`src/hw/fsio_pkg.sv`:
```
// Package for the fail output and heartbeat supervision block.
// Assumes a 100 MHz clock and an APB slave with 32-bit data.
package fsio_pkg;
   localparam int unsigned CLK_HZ            = 100_000_000;
   // Register byte addresses
   localparam logic [7:0]  ADDR_DEVICE_STATUS_REG     = 8'h00;
   localparam logic [7:0]  ADDR_HARDWARE_CONTROL_REG      = 8'h04;
   localparam logic [7:0]  ADDR_FAIL_IN      = 8'h08;
   // Status field positions
   localparam int unsigned ST_FO_ON          = 0;
   localparam int unsigned ST_HB_MISS        = 1;
   localparam int unsigned ST_WATCHDOG_FAILURE_BITS_LO     = 2;
   localparam int unsigned ST_WATCHDOG_FAILURE_BITS_HI     = 3;
   // Control field positions
   localparam int unsigned CT_WD_CNT_SEL     = 0;
   localparam int unsigned CT_HB_DIS         = 1;
   localparam logic [1:0]  HARDWARE_CONTROL_REG_RESET     = 2'h0;
   // Failure input positions
   localparam int unsigned FI_THERMAL_SHUTDOWN_LEVEL2           = 0;
   localparam int unsigned FI_VCC_SHORT      = 1;
   localparam int unsigned FI_RO_CLAMP       = 2;
   // Timing, printed figures and derived counts
   localparam int unsigned HB_FILTER_NS      = 1500;
   localparam int unsigned HB_WINDOW_US      = 240;
   localparam int unsigned BLINK_MHZ         = 1250;
   localparam int unsigned PWM_HZ            = 100;
   localparam int unsigned PWM_DUTY_PCT      = 20;
   localparam int unsigned HB_FILTER_CYC     = HB_FILTER_NS / 10;
   localparam int unsigned HB_WINDOW_CYC     = HB_WINDOW_US * (CLK_HZ / 1_000_000);
   localparam int unsigned BLINK_HALF_CYC    = (CLK_HZ / 2) / BLINK_MHZ * 1000;
   localparam int unsigned PWM_PERIOD_CYC    = CLK_HZ / PWM_HZ;
   localparam int unsigned PWM_LOW_CYC       = PWM_PERIOD_CYC * PWM_DUTY_PCT / 100;
   typedef enum logic [2:0] {
      MODE_INIT    = 3'b000,
      MODE_NORMAL  = 3'b001,
      MODE_STOP    = 3'b010,
      MODE_SLEEP   = 3'b011,
      MODE_RESTART = 3'b100,
      MODE_FAILSAFE= 3'b101
   } fsio_mode_type;
endpackage : fsio_pkg

```
`src/hw/fsio_top.sv`:
```
// Fail outputs, pull-up control and heartbeat supervision with APB registers.
// Assumes the mode, watchdog and failure detectors live elsewhere on clk;
// the heartbeat pin is asynchronous and is synchronised here.
// Contract
// - Failure drives outputs, sets active flag
// - Watchdog, thermal, supply short, reset clamp
// - Control bit picks one or two watchdog failures
// - Off only when clear and failures gone
// - Watchdog case needs trigger and cleared bits
// - Activation regardless of fail-safe mode entry
// - All three together; first stays low
// - Second blinks 1.25 Hz half duty
// - Third PWM 100 Hz, 20 percent
// - Pull-ups depend on mode and disable
// - Second pin doubles as heartbeat input
// - Rising edge required every 240 us window
// - Supervision on at reset, bit disables
// - Missing edge sets flag, first/third on
// - No mode change, reset, interrupt
// - Flag clear needs new rising edge
// - Supervision only in Normal mode
// - Filter suppresses pulses under 1.5 us
// - Watchdog reset sets watchdog failure bits
`timescale 1ns/1ns
module fsio_top
   import fsio_pkg::*;
#(
   parameter int unsigned HB_WINDOW  = HB_WINDOW_CYC,
   parameter int unsigned BLINK_HALF = BLINK_HALF_CYC,
   parameter int unsigned PWM_PERIOD = PWM_PERIOD_CYC,
   parameter int unsigned PWM_LOW    = PWM_LOW_CYC
) (
   input  wire logic                   clk,
   input  wire logic                   reset,
   input  wire logic                   psel,
   input  wire logic                   penable,
   input  wire logic                   pwrite,
   input  wire logic [7:0]             paddr,
   input  wire logic [31:0]            pwdata,
   output logic      [31:0]            prdata,
   output logic                        pready,
   output logic                        pslverr,
   input  wire fsio_pkg::fsio_mode_type mode,
   input  wire logic                   watchdog_failure_bits_event,
   input  wire logic                   wd_trigger_ok,
   input  wire logic                   thermal_shutdown_level2,
   input  wire logic                   main_regulator_short,
   input  wire logic                   reset_output_clamped,
   input  wire logic                   safety_heartbeat_in,
   output logic                        fail_out_static_oe,
   output logic                        fail_out_blink_oe,
   output logic                        fail_out_dim_pwm_oe,
   output logic                        fail_out_static_pu,
   output logic                        fail_out_blink_pu,
   output logic                        fail_out_dim_pwm_pu
);
   import fsio_pkg::*;

   // Refused at elaboration: the counters cannot serve these values
   if (HB_WINDOW < 2 || BLINK_HALF < 1 || PWM_LOW < 1 || PWM_LOW >= PWM_PERIOD) begin : g_bad_timing
      $error("fsio_top: unusable timing parameters");
   end

   logic [1:0]  hardware_control_reg_r;
   logic        fail_outputs_active_flag_r;
   logic        heartbeat_missing_flag_r;
   logic [1:0]  watchdog_failure_bits_r;
   logic        wd_served_r;
   logic        fo_active_r;
   logic        hb_meta_r;
   logic        hb_sync_r;
   logic        hb_filt_r;
   logic        hb_filt_d_r;
   logic [7:0]  hb_flt_cnt_r;
   logic [31:0] win_cnt_r;
   logic        hb_edge_since_fail_r;
   logic [31:0] blink_cnt_r;
   logic        blink_lvl_r;
   logic [31:0] pwm_cnt_r;
   logic        wr_en;
   logic        rd_en;
   logic        hb_rise;
   logic        hb_dis;
   logic        hb_active;
   logic        wd_cond;
   logic        fail_cond;
   logic        wd_hold;
   logic        fo_clear_req;
   logic        hb_clear_req;

   assign wr_en   = psel && penable && pwrite;
   assign rd_en   = psel && !penable && !pwrite;
   assign hb_dis  = hardware_control_reg_r[CT_HB_DIS];
   assign hb_rise = hb_filt_r && !hb_filt_d_r;
   assign hb_active = !hb_dis && (mode == MODE_NORMAL);
   // One failure or, with the select bit, a second one counted in the bits
   assign wd_cond = hardware_control_reg_r[CT_WD_CNT_SEL] ? watchdog_failure_bits_r[1]
                                              : watchdog_failure_bits_r[0];
   assign fail_cond = wd_cond || thermal_shutdown_level2 || main_regulator_short
                      || reset_output_clamped;
   // Watchdog-caused activation holds until serviced and the bits are cleared
   assign wd_hold = (watchdog_failure_bits_r != 2'h0) || !wd_served_r;
   assign fo_clear_req = wr_en && (paddr == ADDR_DEVICE_STATUS_REG) && pwdata[ST_FO_ON];
   assign hb_clear_req = wr_en && (paddr == ADDR_DEVICE_STATUS_REG) && pwdata[ST_HB_MISS];

   // APB: zero wait states, read data prepared in setup phase
   always_ff @(posedge clk) begin
      if (reset) begin
         pready  <= 1'b0;
         pslverr <= 1'b0;
      end else begin
         pready  <= psel && !penable;
         pslverr <= psel && !penable && (paddr != ADDR_DEVICE_STATUS_REG) && (paddr != ADDR_HARDWARE_CONTROL_REG)
                    && (paddr != ADDR_FAIL_IN);
      end
   end

   always_ff @(posedge clk) begin
      if (reset) begin
         prdata <= 32'h0000_0000;
      end else if (rd_en) begin
         if (paddr == ADDR_DEVICE_STATUS_REG) begin
            prdata <= {28'h0000000, watchdog_failure_bits_r, heartbeat_missing_flag_r,
                       fail_outputs_active_flag_r};
         end else if (paddr == ADDR_HARDWARE_CONTROL_REG) begin
            prdata <= {30'h00000000, hardware_control_reg_r};
         end else if (paddr == ADDR_FAIL_IN) begin
            prdata <= {29'h00000000, reset_output_clamped, main_regulator_short,
                       thermal_shutdown_level2};
         end else begin
            prdata <= 32'h0000_0000;
         end
      end
   end

   always_ff @(posedge clk) begin
      if (reset) begin
         hardware_control_reg_r <= HARDWARE_CONTROL_REG_RESET;
      end else if (wr_en && paddr == ADDR_HARDWARE_CONTROL_REG) begin
         hardware_control_reg_r <= pwdata[1:0];
      end
   end

   // Watchdog failure count; set wins over a software clear
   always_ff @(posedge clk) begin
      if (reset) begin
         watchdog_failure_bits_r <= 2'h0;
      end else if (watchdog_failure_bits_event) begin
         watchdog_failure_bits_r <= {watchdog_failure_bits_r[0], 1'b1};
      end else if (wr_en && paddr == ADDR_DEVICE_STATUS_REG && pwdata[ST_WATCHDOG_FAILURE_BITS_LO]) begin
         watchdog_failure_bits_r <= 2'h0;
      end
   end

   always_ff @(posedge clk) begin
      if (reset) begin
         wd_served_r <= 1'b1;
      end else if (watchdog_failure_bits_event) begin
         wd_served_r <= 1'b0;
      end else if (wd_trigger_ok) begin
         wd_served_r <= 1'b1;
      end
   end

   // Flag and outputs; a standing failure keeps both set
   always_ff @(posedge clk) begin
      if (reset) begin
         fail_outputs_active_flag_r <= 1'b0;
      end else if (fail_cond) begin
         fail_outputs_active_flag_r <= 1'b1;
      end else if (fo_clear_req && !wd_hold) begin
         fail_outputs_active_flag_r <= 1'b0;
      end
   end

   always_ff @(posedge clk) begin
      if (reset) begin
         fo_active_r <= 1'b0;
      end else if (fail_cond) begin
         fo_active_r <= 1'b1;
      end else if (!fail_outputs_active_flag_r) begin
         fo_active_r <= 1'b0;
      end
   end

   // Heartbeat pin: two-stage synchroniser then a glitch filter
   always_ff @(posedge clk) begin
      if (reset) begin
         hb_meta_r <= 1'b1;
         hb_sync_r <= 1'b1;
      end else begin
         hb_meta_r <= safety_heartbeat_in;
         hb_sync_r <= hb_meta_r;
      end
   end

   // A new level is accepted after it stands stable for the filter time
   always_ff @(posedge clk) begin
      if (reset) begin
         hb_flt_cnt_r <= 8'h00;
         hb_filt_r    <= 1'b1;
      end else if (hb_sync_r == hb_filt_r) begin
         hb_flt_cnt_r <= 8'h00;
      end else if (hb_flt_cnt_r == 8'(HB_FILTER_CYC - 1)) begin
         hb_flt_cnt_r <= 8'h00;
         hb_filt_r    <= hb_sync_r;
      end else begin
         hb_flt_cnt_r <= hb_flt_cnt_r + 8'h01;
      end
   end

   always_ff @(posedge clk) begin
      if (reset) begin
         hb_filt_d_r <= 1'b1;
      end else begin
         hb_filt_d_r <= hb_filt_r;
      end
   end

   always_ff @(posedge clk) begin
      if (reset || !hb_active || hb_rise) begin
         win_cnt_r <= 32'h0000_0000;
      end else if (win_cnt_r != HB_WINDOW) begin
         win_cnt_r <= win_cnt_r + 32'h0000_0001;
      end
   end

   // Missing edge only raises the flag; mode, reset and interrupt untouched
   always_ff @(posedge clk) begin
      if (reset) begin
         heartbeat_missing_flag_r <= 1'b0;
      end else if (hb_active && win_cnt_r == HB_WINDOW - 1 && !hb_rise) begin
         heartbeat_missing_flag_r <= 1'b1;
      end else if (hb_clear_req && hb_edge_since_fail_r) begin
         heartbeat_missing_flag_r <= 1'b0;
      end
   end

   always_ff @(posedge clk) begin
      if (reset) begin
         hb_edge_since_fail_r <= 1'b0;
      end else if (hb_active && win_cnt_r == HB_WINDOW - 1 && !hb_rise) begin
         hb_edge_since_fail_r <= 1'b0;
      end else if (hb_rise) begin
         hb_edge_since_fail_r <= 1'b1;
      end
   end

   // Blink restarts phase on activation, PWM when activation or heartbeat flag first turns it on
   always_ff @(posedge clk) begin
      if (reset || !fo_active_r) begin
         blink_cnt_r <= 32'h0000_0000;
         blink_lvl_r <= 1'b1;
      end else if (blink_cnt_r == BLINK_HALF - 1) begin
         blink_cnt_r <= 32'h0000_0000;
         blink_lvl_r <= !blink_lvl_r;
      end else begin
         blink_cnt_r <= blink_cnt_r + 32'h0000_0001;
      end
   end

   always_ff @(posedge clk) begin
      if (reset || !(fo_active_r || heartbeat_missing_flag_r)) begin
         pwm_cnt_r <= 32'h0000_0000;
      end else if (pwm_cnt_r == PWM_PERIOD - 1) begin
         pwm_cnt_r <= 32'h0000_0000;
      end else begin
         pwm_cnt_r <= pwm_cnt_r + 32'h0000_0001;
      end
   end

   // Output enable high pulls the low-side pin down
   always_ff @(posedge clk) begin
      if (reset) begin
         fail_out_static_oe  <= 1'b0;
         fail_out_blink_oe   <= 1'b0;
         fail_out_dim_pwm_oe <= 1'b0;
      end else begin
         fail_out_static_oe  <= fo_active_r || heartbeat_missing_flag_r;
         fail_out_blink_oe   <= fo_active_r && blink_lvl_r;
         fail_out_dim_pwm_oe <= (fo_active_r || heartbeat_missing_flag_r)
                                && (pwm_cnt_r < PWM_LOW);
      end
   end

   always_ff @(posedge clk) begin
      if (reset) begin
         fail_out_static_pu  <= 1'b0;
         fail_out_blink_pu   <= 1'b0;
         fail_out_dim_pwm_pu <= 1'b0;
      end else begin
         fail_out_static_pu  <= (mode == MODE_INIT) || (mode == MODE_NORMAL);
         fail_out_blink_pu   <= ((mode == MODE_INIT) || (mode == MODE_NORMAL)) && !hb_dis;
         fail_out_dim_pwm_pu <= (mode == MODE_INIT);
      end
   end
endmodule : fsio_top

```
`config.mk`:
```
export PLATFORM = sky130hd
export DESIGN_NAME = fsio_top
export DESIGN_NICKNAME = d
export VERILOG_FILES = /design/src/hw/fsio_pkg.sv /design/src/hw/fsio_top.sv
export SDC_FILE = /design/constraint.sdc
export NUM_CORES = 1
export LEC_CHECK = 0
export ABC_AREA = 1
export BUFFER_PORTS_ARGS = -buffer_cell sky130_fd_sc_hd__buf_2
export CAP_MARGIN = 20
export CORE_ASPECT_RATIO = 1.75
export CORE_UTILIZATION = 30
export DETAILED_ROUTE_END_ITERATION = 10
export PLACE_DENSITY = 0.58
export SLEW_MARGIN = 30
export SYNTH_ARGS = -nofsm -noshare
export SYNTH_HDL_FRONTEND = slang
export SYNTH_SLANG_ARGS = --single-unit
```
`constraint.sdc`:
```
create_clock -name clk -period 2.1 [get_ports clk]
set_input_delay 0 -clock clk [delete_from_list [all_inputs] [get_ports clk]]
set_output_delay 0 -clock clk [all_outputs]
set_load 0.1 [all_outputs]
```
# == Word-level counts from Yosys, hierarchy flattened ==
# Cells that the tools add are included.
# Widths: inputs -> output; s select.
# totals
ff_bits,158
inputBits,54
output_inout_bits,40
wordCells,112
# classes
add_sub_neg,4
order_cmp,1
eq_ne,12
n_mux,14
bitwise,1
reduce_logical,55
# op_table
op,n
$add 32x1->32 const B,3
$eq 32x15->1 const B,1
$eq 32x20->1 const B,1
$eq 32x26->1 const B,1
$lt 32x18->1 const B,1
$ne 32x15->1 const B,1
$logic_and 1x1->1,21
$logic_not 1->1,11
$logic_or 1x1->1,10
$reduce_bool 2->1,5
$mux 1,9
$add 8x1->8 const B,1
$eq 8x3->1 const B,1
$eq 8x4->1 const B,1
$eq 8x8->1 const B,1
$logic_not 8->1,1
$ne 8x3->1 const B,1
$ne 8x4->1 const B,1
$reduce_bool 8->1,1
$mux 3,2
$reduce_or 2->1,3
$mux 2,2
$mux 4,1
$eq 3x1->1 const B,1
other kinds (6),6

# == Depth between registers and ports, before layout ==
# Gate-level depths: netlist of the first run.
# depth
depth_word,7
ltp_mapped,9
ltp_nobuf,9

# == Worst setup path before layout of the first run ==
# No wires, ideal clock.
# synth_path
path_kind,register to register
from,register blink_cnt_r[0]
to,register blink_cnt_r[17]
setup_ns,0.122
t_arrival_ns,1.376
path_slack_ns,0.603
path_stages_with_launch,10
synth_period_minus_slack_ns,1.497
path_cell_list,dfxtp_1 > ha_1 > nand3_4 > inv_2 > nand2_4 > nor2_4 > nand2_2 > nand2_4 > buf_8 > a21oi_2
# synth_via
elab_chain_len,2
elab_cells_between_ends,3
classes_between,add/sub (1); eq/ne (1); reduce/logical (1)
# synth_rtl
item,line_no,rtl
start: declaration,fsio_top.sv:77,logic [31:0] blink_cnt_r;
start signal: assignment,fsio_top.sv:258,blink_cnt_r <= blink_cnt_r + 32'h0000_0001;
branches (longest 2 deep; another with $add 32x1->32),n/a,
# Parallel ways; which one is timed is not known.
# A chain may end at the register's enable or synchronous reset.

# == Worst setup path after layout of the first run ==
# layout_path
from,input paddr[2]
to,register watchdog_failure_bits_r[0]
# layout_via
elab_chain_len,4
# layout_rtl
item,line_no,rtl
start: declaration,fsio_top.sv:38,"input wire logic [7:0] paddr,"
$logic_not 8->1,fsio_top.sv:150,end else if (wr_en && paddr == ADDR_DEVICE_STATUS_REG && pwdata[ST_WATCHDOG_FAILURE_BITS_LO]) begin
$logic_and 1x1->1 (2 in a row),fsio_top.sv:150,
$reduce_bool 2->1 (no line),n/a,
end signal: assignment,fsio_top.sv:149,"watchdog_failure_bits_r <= {watchdog_failure_bits_r[0], 1'b1};"
end: declaration,fsio_top.sv:67,logic [1:0] watchdog_failure_bits_r;
# No other way between the ends.

==> reports/metrics.cfg, run 1 <==
[timing]
worst_slew_margin_rel_pct=63.4
final-max-slew-violation-count=0
period_needed_ns=1.82
hold_viol=0
max_freq_ghz=0.549
tightest_slew_ns=0.547
clock-skew-final_ns=0.00763
timing.final.crit_share_pct=86.8
rsz0062_at_grt=false
final.setup.tns_ns=0
report.final.setup_viol=0

[final_layout]
n_antenna_cell=0
area_delta_synth_final_pct=17.4
mostFrequentLayoutCells=nand2_1, nor2_1, dfxtp_1
final_nets=1295
final_common_cell=nand2_1
drive_gt1_share_pct=9.94

[worst_hold_path]
hp-class=input port to flop
min_from=main_regulator_short

[detailed_routing]
ant_nets=0
drc=0
dr.first_iter.drc_count=276
dr_total_vias=7132
drtPass1Iterations=5
totalWireLength_um=19500
routed_via_density=4.59
wl_per_cell_um=12.5

[cts]
htree_levels=4
cts_resized=0
cts.sinks=130
clock_latency_ns=0.42
clockRootBuffer=clkbuf_16
numCtsBuffers=17
cts_tree=done
clkSlewWorstSetupHoldPaths_ns=0.05
clockBufferDepth=2

[global_route]
overflow=0
grt_max_degree=32
antenna_found_initial=0
grt_usage_pct=16.3
grt_pass1_vias=7003
grt_pass1_wl_um=31900

[floorplanning]
die_w_um=120
ios=94
start_util_pct=30.6
fp.dieArea_mm2=0.0251
fp-row-count=75
coreArea_mm2=0.0239
die_h_um=209

[power_and_ir_drop]
power_mw=6.34
p_leak_nw=2.88
p_per_area_mw_per_mm2=738
ir_drop_v=0.000529

[flow_run]
cap_violations=0

[placed_design]
portBuffers=36
gp_congestion=0.915
dp_hpwl_um=15200

[setup_path]
crit_arrival_ns=2.13
r2r-start=pwm_cnt_r[0]$_SDFF_PP0_
critical_path_required_ns=2.41
crit_chain=dlygate4sd3_1 -> buf_2 -> inv_1 -> nand3_1 -> nor2_1 -> nand3_1 -> nand2_1 -> a21oi_1 -> dlygate4sd3_1
crit_path_start=paddr[2]
cp_slowest_cell=dlygate4sd3_1
critPathKind=input port to flop
critPathMaxStageDelay_ns=0.56
endpoint_kind=flop
start_kind=input port
cp_max_fo=7

[outcome]
outcome=completed

[synthesis]
synthCells=1164
netlist.area_leader.share_pct=35.5
synth_top_area_cell=dfxtp_1
syn_area_mm2=0.00732
avgSynthCellArea_um2=6.29
synth_seq_cells=130
yosysSeqAreaShare_pct=35.5
yosys_warnings=0
synthTopCellsByArea=dfxtp_1, nand2_1, nor2_1, inv_1, nand3_1
yosysUniqueCellTypes=38

## what timing repair did
action / 4_1_cts / 5_1_grt
hold buffers: 23 / 0
endpoints found under the hold margin: 17 / 0
buffers inserted: 0 / 0
## cell usage after synthesis, drive strengths merged
cell type,instances
nand2,362
inv,128
clkbuf,2
buf,37
a21oi,69
ha,6
nand3b,4
o21bai,1
o211ai,2
xnor2,8
o21ai,28
nor3b,4
xor2,15
nand4,6
and3,1
dfxtp,130
o21a,1
nor3,13
or2,5
conb,1
nand3,75
nor2,266
## path summary, 6_finish.rpt
path                                                           endpoint  slack, ns  depth (start not counted)
worst max register to register                 pwm_cnt_r[28]$_SDFF_PP0_       0.35                          7
worst max-delay path            watchdog_failure_bits_r[0]$_SDFFE_PP0P_       0.28                          9
worst min register to register                     hb_sync_r$_SDFF_PP1_       0.41                          1
worst min-delay path                             prdata[1]$_SDFFE_PP0P_       0.03                          5
## power breakdown
part           internal, mW  switching (mW)
Sequential             2.49          0.0178
Combinational        0.0873           0.416
Clock                  2.17            1.16
## cell type report
cell class              count  area (um2)
fillers                  2593       15300
multi-input cells         894        4020
flip-flops and latches    130        2600
inverters                 128         480
repair buffers             64         460
clock buffers              19         453
well taps                 308         385
clock inverters            12         203
## per-layer routing
metal / share of wire [%] / track usage [%] / routed length [um] / vias up
met5: 0 / 0 / 0 / -
met4: 6.7 / 12.5 / 1320 / 0
met3: 2.9 / 2.70 / 559 / 73
met2: 53 / 31.3 / 10400 / 170
met1: 37 / 14.9 / 7220 / 3177
li1: - / - / - / 3712
## registers in the layout, summed over array words and instances (netlist names), 2 cells and up
signal / flops
hb_flt_cnt_r: 8
prdata: 4
win_cnt_r: 32
blink_cnt_r: 32
pwm_cnt_r: 32
hardware_control_reg_r: 2
watchdog_failure_bits_r: 2
## critical path, delay by kind of cell
family | cells | cell delay, ns
and+or+nand+nor | 4 | 0.76
buffers and inverters | 4 | 1.30
AOI/OAI and AO/OA | 1 | 0.06
## cells by family after synthesis
kind of cell | Yosys count | synth area share [%]
DFF | 130 | 35.5
and+or+nand+nor | 736 | 42.1
xor gates and xnor gates | 23 | 2.75
adders and majority gates | 6 | 1.03
AOI/OAI and AO/OA | 101 | 7.55
other | 1 | 0.0512
buffers and inverters | 167 | 11.0
## through the flow
| step | setup slack (ns) | cells | utilization [%] | instance area (um2) | hold WS (ns) |
|---|---|---|---|---|---|
| after floorplan | 0.603 | 1191 | - | 7420 | 0.0724 |
| after global placement | 0.404 | 1501 | 32.2 | 7710 | 0.190 |
| after detailed placement | 0.381 | 1501 | 32.2 | 7710 | 0.193 |
| after CTS | 0.322 | 1555 | 35.9 | 8600 | 0.00293 |
| after global routing | 0.141 | 1555 | 35.9 | 8600 | 0.00701 |
| final | 0.277 | 1555 | 35.9 | 8600 | 0.0286 |
Note: power is estimated with default switching activity, not from simulation.
==> run 2, diff against run 1 <==
==> constraint.sdc (replaced) <==
create_clock -name clk -period 1.9 [get_ports clk]
set_input_delay 0 -clock clk [delete_from_list [all_inputs] [get_ports clk]]
set_output_delay 0 -clock clk [all_outputs]
set_load 0.1 [all_outputs]
==> run 2 against run 1 <==
  * Via count is 0.29% lower
  * Sequential share of layout area is 0.34 points lower
  * Power is 12% higher
  * Clock skew is 0.00090 ns lower
  * Non-clock buffer count is 7 higher
  * Routed wire length is 1.6% higher
  * Die area stayed put
  * Sequential power is 11% higher
  * Global-route usage is 0.48 points higher
  * Largest power group unchanged
==> reports/metrics.cfg, run 2 (same netlist as run 1, synthesis figures left out) <==
[outcome]
outcome=completed

[final_layout]
final_common_cell=nand2_1
top_regs=blink_cnt_r x32, pwm_cnt_r x32, win_cnt_r x32
mostFrequentLayoutCells=nand2_1, nor2_1, dfxtp_1
drive_gt1_share_pct=10.4  ; +0.49 points
n_antenna_cell=0  ; unchanged
final_nets=1302  ; +0.54%
final_cells=1563  ; +0.51%
area_delta_synth_final_pct=18.8

[detailed_routing]
ant_nets=0  ; unchanged
dr.first_iter.drc_count=281  ; +1.8%
routed_via_density=4.55  ; -0.80%
totalWireLength_um=19800  ; +1.6%
drc=0  ; unchanged
drtPass1Iterations=4  ; -1
dr_total_vias=7111  ; -0.29%
wl_per_cell_um=12.7  ; +1.1%

[timing]
worst_slew_margin_rel_pct=64.8  ; +1.4 points
report.final.setup_viol=0  ; unchanged
max_freq_ghz=0.577
hold_viol=0  ; unchanged
worst_slack_ns=0.168  ; -0.110 ns
tightest_slew_ns=0.527  ; -0.0206 ns
period_needed_ns=1.73
final-max-slew-violation-count=0  ; unchanged
final.setup.tns_ns=0  ; unchanged
rsz0062_at_grt=false
clock-skew-final_ns=0.00673  ; -0.000899 ns
timing.final.crit_share_pct=91.2

[worst_hold_path]
hp-class=input port to flop
min_path_cells=6  ; +1
min_to=prdata[3]$_SDFFE_PP0P_
min_from=paddr[0]

[global_route]
antenna_found_initial=0  ; unchanged
grt_max_degree=32  ; unchanged
grt_pass1_vias=7048  ; +0.64%
overflow=0  ; unchanged
grt_usage_pct=16.8  ; +0.48 points
grt_pass1_wl_um=32300  ; +1.3%

[placed_design]
dp_hpwl_um=15600  ; +2.0%
place_ws_ns=0.249  ; -0.132 ns
gp_congestion=0.877  ; -4.1%
place_inst=1506  ; +0.33%
portBuffers=36  ; unchanged

[setup_path]
cp_max_fo=3  ; -4
start_kind=input port
r2r-end=blink_cnt_r[14]$_SDFF_PP0_
cp_slowest_cell=dlygate4sd3_1
crit_arrival_ns=2.12  ; about the same
critical_path_required_ns=2.28  ; -0.13 ns
r2r_cells=9  ; +2
critPathMaxStageDelay_ns=0.59  ; +0.03 ns
crit_path_start=mode[1]
critPathBufInv=4  ; unchanged
cpLargestDelayFamily=buffers and inverters
r2r-start=blink_cnt_r[1]$_SDFF_PP0_
crit_chain=dlygate4sd3_1 -> buf_2 -> nor2_1 -> dlygate4sd3_1 -> nand2_1 -> nor2_1 -> dlygate4sd3_1
reg2reg_slack_ns=0.25  ; -0.10 ns
cp_common_cell=dlygate4sd3_1
critPathKind=input port to flop
endpoint_kind=flop

[floorplanning]
ios=94  ; unchanged
start_util_pct=30.6  ; unchanged
die_h_um=209  ; unchanged
coreArea_mm2=0.0239  ; unchanged
fp-row-count=75  ; unchanged
fp.dieArea_mm2=0.0251  ; unchanged
die_w_um=120  ; unchanged

[cts]
clockRootBuffer=clkbuf_16
clockBufferDepth=2  ; unchanged
clock_latency_ns=0.44  ; +0.02 ns
cts_tree=done
numCtsBuffers=17  ; unchanged
htree_levels=4  ; unchanged
postCtsSetupBuffers=0  ; unchanged
clkSlewWorstSetupHoldPaths_ns=0.06  ; about the same
cts.sinks=130  ; unchanged

[power_and_ir_drop]
power_mw=7.13  ; +12%
p_per_area_mw_per_mm2=819  ; +11%
p_leak_nw=2.92  ; +1.4%
ir_drop_v=0.000578  ; +9.2%

[flow_run]
cap_violations=0  ; unchanged

-- run 2: cell types whose count changed in the layout (fill, tap and decap cells not counted), moves of 2 or more --
cell | before | now
buf_4 | 4 | 8
clkbuf_8 | 2 | 4
clkinv_2 | 2 | 0
clkinvlp_4 | 1 | 3
dlygate4sd3_1 | 23 | 25
-- run 2: report_power, final --
| part | switching, mW | internal, mW | total [mW] |
|---|---|---|---|
| clock network | 1.30 | 2.47 | 3.78 |
| registers | 0.0179 | 2.76 | 2.78 |
| logic | 0.465 | 0.106 | 0.572 |
-- run 2: cell type report --
class                           count  area [um2]
Inverter                          128         480
Fill cell                        2602       15200
Timing Repair Buffer               71         531
Sequential cell                   130        2600
Clock inverter                     11         199
Tap cell                          308         385
Clock buffer                       21         480
Multi-Input combinational cell    894        4020
-- run 2: stage by stage --
step           instance area, um2  hold WS, ns  utilization (%)
6_report                     8700       0.0262             36.3
4_1_cts                      8690       0.0231             36.3
3_5_place_dp                 7760        0.194             32.4
3_3_place_gp                 7760        0.191             32.4
5_1_grt                      8700       0.0457             36.3
2_1_floorplan                7420       0.0724                -
-- run 2: how the worst max path moves through the flow --
stage                                                    to  slack (ns)  cells after the start
floorplan                        blink_cnt_r[17]$_SDFF_PP0_        0.40                      9
global placement                 blink_cnt_r[12]$_SDFF_PP0_        0.27                      9
detailed placement               blink_cnt_r[15]$_SDFF_PP0_        0.25                      9
CTS                 watchdog_failure_bits_r[0]$_SDFFE_PP0P_        0.15                      9
global route                 fail_out_dim_pwm_pu$_SDFF_PP0_         0.1                      7
finish                       fail_out_dim_pwm_pu$_SDFF_PP0_        0.17                      7
-- run 2: worst min-delay path: cells and delay by family --
family | cells | cell delay (ns)
compound gates | 1 | 0.05
buf+inv | 1 | 0.08
simple gates | 4 | 0.28
-- run 2: routing by layer --
metal  vias to the layer above  global-route usage (%)  routed length, um
li1                       3714                       -                  -
met4                         0                    11.9               1180
met1                      3189                    14.7               7080
met5                         -                       0                  0
met2                       143                    32.5              10900
met3                        65                    3.96                683
-- run 2: what timing repair did --
action                                  in CTS  in global routing
endpoints found under the setup margin       0                  1
gates resized for setup                      0                  1
hold endpoints to repair                    18                  0
hold buffers                                25                  0
